===== src/pkg/aux_result_pkg.sv =====
// Purpose: Shared constants and types for the aux converter result bank
// Assumes: 16-bit registers at byte offsets, plain strobe register port
// Notes: Offsets are byte addresses of 16-bit words; 12 address bits
package aux_result_pkg;

  localparam int ADDR_W = 12;
  localparam int DATA_W = 16;
  localparam int SAMPLE_W = 15;
  localparam int LOWBAT_W = 12;
  localparam int RAW_W = 17;
  localparam int READY_BIT = 15;
  localparam int NUM_SLOTS = 11;

  localparam logic [11:0] OFS_BATTERY_VOLTAGE = 12'h714;
  localparam logic [11:0] OFS_CURRENT_SENSE = 12'h716;
  localparam logic [11:0] OFS_CHARGER_DETECT = 12'h718;
  localparam logic [11:0] OFS_BATTERY_ID_ONE = 12'h71a;
  localparam logic [11:0] OFS_THERMAL_ONE = 12'h71c;
  localparam logic [11:0] OFS_THERMAL_TWO = 12'h71e;
  localparam logic [11:0] OFS_BATTERY_ID_TWO = 12'h720;
  localparam logic [11:0] OFS_CHANNEL_FIVE = 12'h722;
  localparam logic [11:0] OFS_PRECHARGER_WAKE = 12'h724;
  localparam logic [11:0] OFS_SWITCH_CHARGER_WAKE = 12'h726;
  localparam logic [11:0] OFS_LOW_BATTERY = 12'h728;
  localparam logic [11:0] OFS_CHANNEL_SIX = 12'h72a;
  localparam logic [11:0] OFS_GPS_READY = 12'h72c;
  localparam logic [11:0] OFS_GPS_MAIN = 12'h72e;
  localparam logic [11:0] OFS_GPS_EXTRA = 12'h730;
  localparam logic [11:0] OFS_MODEM_CH7 = 12'h732;
  localparam logic [11:0] OFS_RAW_UPPER = 12'h738;
  localparam logic [11:0] OFS_RAW_BUSY = 12'h73a;

  localparam logic [15:0] RESULT_RESET = 16'h0000;

  // Slot order of the ready-flagged 15-bit results
  typedef enum logic [3:0] {
    SLOT_BATTERY_VOLTAGE = 4'h0,
    SLOT_CURRENT_SENSE = 4'h1,
    SLOT_CHARGER_DETECT = 4'h2,
    SLOT_BATTERY_ID_ONE = 4'h3,
    SLOT_THERMAL_ONE = 4'h4,
    SLOT_THERMAL_TWO = 4'h5,
    SLOT_BATTERY_ID_TWO = 4'h6,
    SLOT_CHANNEL_FIVE = 4'h7,
    SLOT_PRECHARGER_WAKE = 4'h8,
    SLOT_SWITCH_CHARGER_WAKE = 4'h9,
    SLOT_CHANNEL_SIX = 4'ha
  } slot_type;

  typedef struct packed {
    logic [ADDR_W-1:0] addr;
    logic [DATA_W-1:0] wdata;
    logic wr;
    logic rd;
  } reg_req_type;

  typedef struct packed {
    logic busy;
    logic [RAW_W-1:0] raw;
  } raw_filter_type;

  typedef struct packed {
    logic ready;
    logic [SAMPLE_W-1:0] sample;
  } result_word_type;

endpackage


===== src/aux_result_slot.sv =====
// Purpose: One ready flag plus sample, updated as a single unit
// Assumes: start and done pulses come from converter logic on clk_sys_i
// Notes: Start clears ready; done loads sample and sets ready together
`timescale 1ns/1ps
`default_nettype none
module aux_result_slot
  import aux_result_pkg::*;
#(
  parameter int WIDTH = 15
) (
  // Clock and reset
  input wire logic clk_sys_i,
  input wire logic rst_b_i,
  input wire logic ce_i,
  // Converter side
  input wire logic start_i,
  input wire logic done_i,
  input wire logic [WIDTH-1:0] sample_i,
  // Result
  output logic ready_o,
  output logic [WIDTH-1:0] sample_o
);

  always_ff @(posedge clk_sys_i or negedge rst_b_i) begin
    if (!rst_b_i) begin
      ready_o <= 1'b0;
      sample_o <= '0;
    end else if (ce_i) begin
      if (done_i) begin
        // Flag and value move in the same edge; done beats start
        ready_o <= 1'b1;
        sample_o <= sample_i;
      end else if (start_i) begin
        ready_o <= 1'b0;
      end
    end
  end

endmodule
`default_nettype wire


===== src/aux_result_read_mux.sv =====
// Purpose: Address decode and registered read data for the result bank
// Assumes: Read data is valid only in the cycle after the read strobe
// Notes: Unmapped addresses read as zero; writes have no effect
`timescale 1ns/1ps
`default_nettype none
module aux_result_read_mux
  import aux_result_pkg::*;
(
  // Clock and reset
  input wire logic clk_sys_i,
  input wire logic rst_b_i,
  input wire logic ce_i,
  // Register request
  input wire reg_req_type req_i,
  // Word sources
  input wire logic [NUM_SLOTS*DATA_W-1:0] slot_words_i,
  input wire logic [DATA_W-1:0] low_battery_word_i,
  input wire logic [DATA_W-1:0] gps_ready_word_i,
  input wire logic [DATA_W-1:0] gps_main_word_i,
  input wire logic [DATA_W-1:0] gps_extra_word_i,
  input wire logic [DATA_W-1:0] modem_word_i,
  input wire logic [DATA_W-1:0] raw_upper_word_i,
  input wire logic [DATA_W-1:0] raw_busy_word_i,
  // Read data
  output logic [DATA_W-1:0] rdata_o
);

  function automatic logic [DATA_W-1:0] slot_word(
    input logic [NUM_SLOTS*DATA_W-1:0] words,
    input slot_type s
  );
    slot_word = words[int'(s)*DATA_W +: DATA_W];
  endfunction

  logic [DATA_W-1:0] rdata_nxt;

  always_comb begin
    unique case (req_i.addr)
      OFS_BATTERY_VOLTAGE: rdata_nxt = slot_word(slot_words_i,
        SLOT_BATTERY_VOLTAGE);
      OFS_CURRENT_SENSE: rdata_nxt = slot_word(slot_words_i,
        SLOT_CURRENT_SENSE);
      OFS_CHARGER_DETECT: rdata_nxt = slot_word(slot_words_i,
        SLOT_CHARGER_DETECT);
      OFS_BATTERY_ID_ONE: rdata_nxt = slot_word(slot_words_i,
        SLOT_BATTERY_ID_ONE);
      OFS_THERMAL_ONE: rdata_nxt = slot_word(slot_words_i,
        SLOT_THERMAL_ONE);
      OFS_THERMAL_TWO: rdata_nxt = slot_word(slot_words_i,
        SLOT_THERMAL_TWO);
      OFS_BATTERY_ID_TWO: rdata_nxt = slot_word(slot_words_i,
        SLOT_BATTERY_ID_TWO);
      OFS_CHANNEL_FIVE: rdata_nxt = slot_word(slot_words_i,
        SLOT_CHANNEL_FIVE);
      OFS_PRECHARGER_WAKE: rdata_nxt = slot_word(slot_words_i,
        SLOT_PRECHARGER_WAKE);
      OFS_SWITCH_CHARGER_WAKE: rdata_nxt = slot_word(slot_words_i,
        SLOT_SWITCH_CHARGER_WAKE);
      OFS_CHANNEL_SIX: rdata_nxt = slot_word(slot_words_i,
        SLOT_CHANNEL_SIX);
      OFS_LOW_BATTERY: rdata_nxt = low_battery_word_i;
      OFS_GPS_READY: rdata_nxt = gps_ready_word_i;
      OFS_GPS_MAIN: rdata_nxt = gps_main_word_i;
      OFS_GPS_EXTRA: rdata_nxt = gps_extra_word_i;
      OFS_MODEM_CH7: rdata_nxt = modem_word_i;
      OFS_RAW_UPPER: rdata_nxt = raw_upper_word_i;
      OFS_RAW_BUSY: rdata_nxt = raw_busy_word_i;
      default: rdata_nxt = RESULT_RESET;
    endcase
  end

  // Reads only sample; nothing in the bank reacts to a read
  always_ff @(posedge clk_sys_i or negedge rst_b_i) begin
    if (!rst_b_i) begin
      rdata_o <= RESULT_RESET;
    end else if (ce_i) begin
      rdata_o <= req_i.rd ? rdata_nxt : RESULT_RESET;
    end
  end

endmodule
`default_nettype wire


===== src/aux_result_bank.sv =====
// Purpose: Read-only result register bank of the aux measure converter
// Assumes: Converter strobes are synchronous to clk_sys_i; raw filter
//   data and busy are synchronous too
// Notes: Every word resets to zero and ignores writes
//
// The plain strobed port was decided locally.
`timescale 1ns/1ps
`default_nettype none

module aux_result_bank
  import aux_result_pkg::*;
(
  // Clock, reset, enable
  input wire logic clk_sys_i,
  input wire logic rst_b_i,
  input wire logic ce_i,
  // Register port
  input wire logic [ADDR_W-1:0] addr_i,
  input wire logic [DATA_W-1:0] wdata_i,
  input wire logic wr_i,
  input wire logic rd_i,
  output logic [DATA_W-1:0] rdata_o,
  // Flagged channel results, one bit or one 15-bit sample per slot_type entry
  input wire logic [NUM_SLOTS-1:0] slot_start_i,
  input wire logic [NUM_SLOTS-1:0] slot_done_i,
  input wire logic [NUM_SLOTS*SAMPLE_W-1:0] slot_sample_i,
  // Low battery measure
  input wire logic low_battery_start_i,
  input wire logic low_battery_done_i,
  input wire logic [LOWBAT_W-1:0] low_battery_sample_i,
  // GPS channel seven
  input wire logic gps_start_i,
  input wire logic gps_done_i,
  input wire logic [DATA_W:0] gps_sample_i,
  // Modem channel seven
  input wire logic modem_done_i,
  input wire logic [DATA_W-1:0] modem_sample_i,
  // Raw decimation filter
  input wire raw_filter_type raw_filter_i
);

  // ------------------------------------------------------------
  // Flagged 15-bit results
  // ------------------------------------------------------------
  logic [NUM_SLOTS*DATA_W-1:0] slot_words;

  for (genvar g = 0; g < NUM_SLOTS; g++) begin : g_slot
    logic rdy;
    logic [SAMPLE_W-1:0] smp;
    aux_result_slot #(.WIDTH(SAMPLE_W)) u_slot (
      .clk_sys_i(clk_sys_i),
      .rst_b_i(rst_b_i),
      .ce_i(ce_i),
      .start_i(slot_start_i[g]),
      .done_i(slot_done_i[g]),
      .sample_i(slot_sample_i[g*SAMPLE_W +: SAMPLE_W]),
      .ready_o(rdy),
      .sample_o(smp)
    );
    assign slot_words[g*DATA_W +: DATA_W] = {rdy, smp};
  end

  // ------------------------------------------------------------
  // Low battery, 12 bits
  // ------------------------------------------------------------
  logic low_battery_ready;
  logic [LOWBAT_W-1:0] low_battery_value;

  aux_result_slot #(.WIDTH(LOWBAT_W)) u_low_battery (
    .clk_sys_i(clk_sys_i),
    .rst_b_i(rst_b_i),
    .ce_i(ce_i),
    .start_i(low_battery_start_i),
    .done_i(low_battery_done_i),
    .sample_i(low_battery_sample_i),
    .ready_o(low_battery_ready),
    .sample_o(low_battery_value)
  );

  // ------------------------------------------------------------
  // GPS result: 16-bit main value plus one extra low bit
  // ------------------------------------------------------------
  logic gps_ready;
  logic [DATA_W:0] gps_value;

  aux_result_slot #(.WIDTH(DATA_W + 1)) u_gps (
    .clk_sys_i(clk_sys_i),
    .rst_b_i(rst_b_i),
    .ce_i(ce_i),
    .start_i(gps_start_i),
    .done_i(gps_done_i),
    .sample_i(gps_sample_i),
    .ready_o(gps_ready),
    .sample_o(gps_value)
  );

  // ------------------------------------------------------------
  // Modem value and raw filter capture
  // ------------------------------------------------------------
  logic [DATA_W-1:0] modem_value_r;
  raw_filter_type raw_filter_r;

  always_ff @(posedge clk_sys_i or negedge rst_b_i) begin
    if (!rst_b_i) begin
      modem_value_r <= RESULT_RESET;
    end else if (ce_i && modem_done_i) begin
      modem_value_r <= modem_sample_i;
    end
  end

  // Registered so busy and raw bit 0 are seen from one edge
  always_ff @(posedge clk_sys_i or negedge rst_b_i) begin
    if (!rst_b_i) begin
      raw_filter_r <= '0;
    end else if (ce_i) begin
      raw_filter_r <= raw_filter_i;
    end
  end

  // ------------------------------------------------------------
  // Register port; wdata and wr are accepted and dropped
  // ------------------------------------------------------------
  reg_req_type req;

  assign req = '{addr: addr_i, wdata: wdata_i, wr: wr_i, rd: rd_i};

  aux_result_read_mux u_read (
    .clk_sys_i(clk_sys_i),
    .rst_b_i(rst_b_i),
    .ce_i(ce_i),
    .req_i(req),
    .slot_words_i(slot_words),
    .low_battery_word_i({low_battery_ready, 3'h0, low_battery_value}),
    .gps_ready_word_i({gps_ready, 15'h0000}),
    .gps_main_word_i(gps_value[DATA_W:1]),
    .gps_extra_word_i({gps_value[0], 15'h0000}),
    .modem_word_i(modem_value_r),
    .raw_upper_word_i(raw_filter_r.raw[RAW_W-1:1]),
    .raw_busy_word_i({{15{raw_filter_r.busy}}, raw_filter_r.raw[0]}),
    .rdata_o(rdata_o)
  );

endmodule
`default_nettype wire


===== config.mk =====
export PLATFORM = sky130hd
export DESIGN_NAME = aux_result_bank
export DESIGN_NICKNAME = d
export VERILOG_FILES = /design/src/pkg/aux_result_pkg.sv /design/src/aux_result_slot.sv /design/src/aux_result_read_mux.sv /design/src/aux_result_bank.sv
export SDC_FILE = /design/constraint.sdc
export NUM_CORES = 1
export LEC_CHECK = 0
export BUFFER_PORTS_ARGS = -buffer_cell sky130_fd_sc_hd__buf_2
export CAP_MARGIN = 40
export CELL_PAD_IN_SITES_DETAIL_PLACEMENT = 1
export CELL_PAD_IN_SITES_GLOBAL_PLACEMENT = 1
export CORE_ASPECT_RATIO = 0.8
export CORE_MARGIN = 2
export CORE_UTILIZATION = 40
export CTS_BUF_LIST = sky130_fd_sc_hd__clkbuf_4 sky130_fd_sc_hd__clkbuf_8
export DETAILED_ROUTE_END_ITERATION = 7
export PLACE_DENSITY = 0.79
export RECOVER_POWER = 25
export SLEW_MARGIN = 10
export SYNTH_ARGS = -nofsm -noshare
export SYNTH_HDL_FRONTEND = slang
export SYNTH_SLANG_ARGS = --single-unit

===== constraint.sdc =====
create_clock -name clk_sys_i -period 4 [get_ports clk_sys_i]
set_input_delay 0.2 -clock clk_sys_i [delete_from_list [all_inputs] [get_ports clk_sys_i]]
set_output_delay 0.2 -clock clk_sys_i [all_outputs]
set_load 0.03 [all_outputs]

==> impl_metrics.toml <==
[outcome]
status = "finished, violations left"
failed_checks = "capacitance limit, slew limit"

[synth]
synth.most_common_cell = "dfrtp_1"
synth_top_area_frac = 0.532
synth-warning-count = 0
syn_nets = 1234
synth-seq-cells = 257
synth_flop_cell = "dfrtp_1"
seq_area_frac_synth = 0.532
synth_edf_count = 0
synthTopCellsByCount = "257 x dfrtp_1, 242 x mux2_2, 89 x nand2_1"
syn_area_per_cell_um2 = 12.8
synth_area_leader_cell = "dfrtp_1"
syn-instance-count = 946
syn_area_um2 = 12100
synth-async-reset-ratio = 1.00
yosys-top-cells-area = "dfrtp_1 53%, mux2_2 23%, nand2_1 2.8%, mux2i_1 2.6%, a32oi_1 1.4%"
yosysUniqueCellTypes = 69

[critical_path]
path_max_fanout = 92
slowest_stage = "clkbuf_2"
crit_type = "primary input to asynchronous set/reset pin"
critPathTopFamily = "buffers and inverters"
cp_cell_sequence = "dlygate4sd3_1 > clkbuf_2 > buf_4"
max_stage_delay_ns = 1.75
arrival_ns = 3.37
worstPathRequired_ns = 4.65
end_kind = "asynchronous set/reset pin"
crit_buf_inv = 3
critPathLaunchType = "primary input"

[sta]
final.min_clock_period_ns = 2.72
timing.final.crit_share = 0.681
setup_viol = 0
hold_viol = 0
fmax_ghz = 0.367
setup_ws_ns = 1.28
tightest_slew_ns = 2.62
maxSlewViolCount = 92
fin_setup_tns_ns = 0
fin_skew_ns = 0.0363
rsz0062_at_grt = "false"
slew_headroom = -0.746

[clock_tree]
htree_levels = 2
cts.sinks = 257
cts_tree = "built"
clkLatencyLatePin_ns = 0.59
clkTransAtPathRegs_ns = 0.07
cts-root-buf = "clkbuf_8"
cts_max_path_buffers = 3
numCtsBuffers = 43

[finish]
regArea_um2 = 6430
drive_above_1_share = 0.421
stdcell_area_um2 = 17400
synthToLayoutAreaGrowth_pct = 44.3
final_util = 0.591
multiInputGateArea_um2 = 5380
fill_cells = 3067
layout.nets = 1772

[place]
io_buffers = 286
pre_cts_ws_ns = 1.14
place_congestion = 0.973
dp_hpwl_um = 33700
placed_cell_area_um2 = 14100

[floorplanning]
die_w_um = 198
die_y_um = 160
dieArea_um2 = 31600
initial_core_util = 0.410
std_cell_rows = 56
io_pins = 304
core-area_um2 = 29500

[power_and_ir_drop]
ir_drop_mv = 0.262
p_per_area_nw_per_um2 = 412
p_total_w = 0.00719
leakagePower_nw = 7.66

[drt]
avgRoutedWirePerCell_um = 29.4
vias_per_cell = 5.89
wl_um = 56400
firstDrtPassIters = 5
ant_nets = 0
drt-initial-drc-count = 974
vias = 11311
drc = 0

[global_routing]
grtUsageTotal = 0.359
grt_first_pass_wirelength_um = 82600
antenna_found_initial = 2
grt_pass1_vias = 12757
overflow = 0
grt_max_degree = 93

[worst_hold_path]
hold_class = "primary input to flip-flop"

[run]
maxCapViolCount = 1
placed cells by master (no fill, tap or decap), types with 14 or more instances in the layout:
master         count
a21oi_1           22
a22oi_1           21
a32oi_1           19
buf_2            284
buf_4             14
clkbuf_8          56
dfrtp_1          257
dlygate4sd3_1    242
mux2_2           235
mux2i_1           32
nand2_1           89
o21ai_0           16
state kept, by name (all words and copies together) (netlist names):
| signal | count |
|---|---|
| g_slot.u_slot.sample_o | 165 |
| modem_value_r | 16 |
| u_gps.ready_o | 1 |
| u_gps.sample_o | 17 |
| raw_filter_r | 18 |
| g_slot.u_slot.ready_o | 11 |
| u_low_battery.ready_o | 1 |
| u_read.rdata_o | 16 |
| u_low_battery.sample_o | 12 |
area by class of cell:
cell class | count | share of cell area
Clock buffer | 69 | 0.0498
Antenna cell | 1 | 0.000143
Multi-Input combinational cell | 623 | 0.308
Timing Repair Buffer | 554 | 0.237
Inverter | 5 | 0.00108
Clock inverter | 6 | 0.00602
Sequential cell | 257 | 0.369
Tap cell | 406 | 0.0291
power breakdown:
part | internal [W] | switching [W] | total (W)
combinational | 0.000651 | 0.000554 | 0.00121
sequential | 0.00295 | 0.000262 | 0.00321
clock | 0.00156 | 0.00120 | 0.00277
per-stage QoR:
stage                     hold WS, ns  cells
after floorplan               -0.0956    946
after global placement          0.257   1594
after detailed placement        0.267   1602
after CTS                     0.00243   1919
after global routing           0.0345   1921
final                          0.0382   1921
kinds of logic (layout without fill, tap and decap cells):
family / count (synthesis) / in the layout / share of synthesized area
simple gates: 192 / 192 / 0.0902
mux: 278 / 278 / 0.259
flops: 257 / 257 / 0.532
buf+inv: 66 / 634 / 0.0245
compound gates: 153 / 153 / 0.0942
other cells: 0 / 1 / 0
routing by layer:
| metal | GRT usage | vias up | part of all wire |
|---|---|---|---|
| met5 | 0 | - | 0.00023 |
| met4 | 0.176 | 2 | 0.053 |
| met3 | 0.111 | 210 | 0.099 |
| met2 | 0.586 | 761 | 0.48 |
| met1 | 0.431 | 5687 | 0.37 |
| li1 | - | 4651 | - |
tightest hold or removal path, cell delays in order:
cell     delay [ns]
buf_2          0.10
nand2_1        0.12
mux2_2         0.16
path summary, 6_finish.rpt:
path                                                      startpoint                                       end  slack, ns  cells past startpoint
worst max-delay path                                         rst_b_i  g_slot[4].u_slot.sample_o[1]$_DFFE_PN0P_       1.28                      3
worst min register to register  g_slot[0].u_slot.ready_o$_DFFE_PN0P_      g_slot[0].u_slot.ready_o$_DFFE_PN0P_       0.48                      2
worst min-delay path                                  slot_done_i[7]  g_slot[7].u_slot.sample_o[2]$_DFFE_PN0P_       0.04                      3
worst max register to register          raw_filter_r[17]$_DFFE_PN0P_            u_read.rdata_o[14]$_DFFE_PN0P_       1.95                      4
min in group asynchronous                                    rst_b_i  g_slot[7].u_slot.sample_o[2]$_DFFE_PN0P_       0.91                      2
max in group clk_sys_i                                     addr_i[1]            u_read.rdata_o[14]$_DFFE_PN0P_       1.45                      6
what timing repair did:
action	CTS	global route
setup buffers	0	0
hold buffers	242	0
setup endpoints to repair	0	0
hold endpoints to repair	330	0
gates resized for setup	0	0
Power figures use the tool's default switching activity.
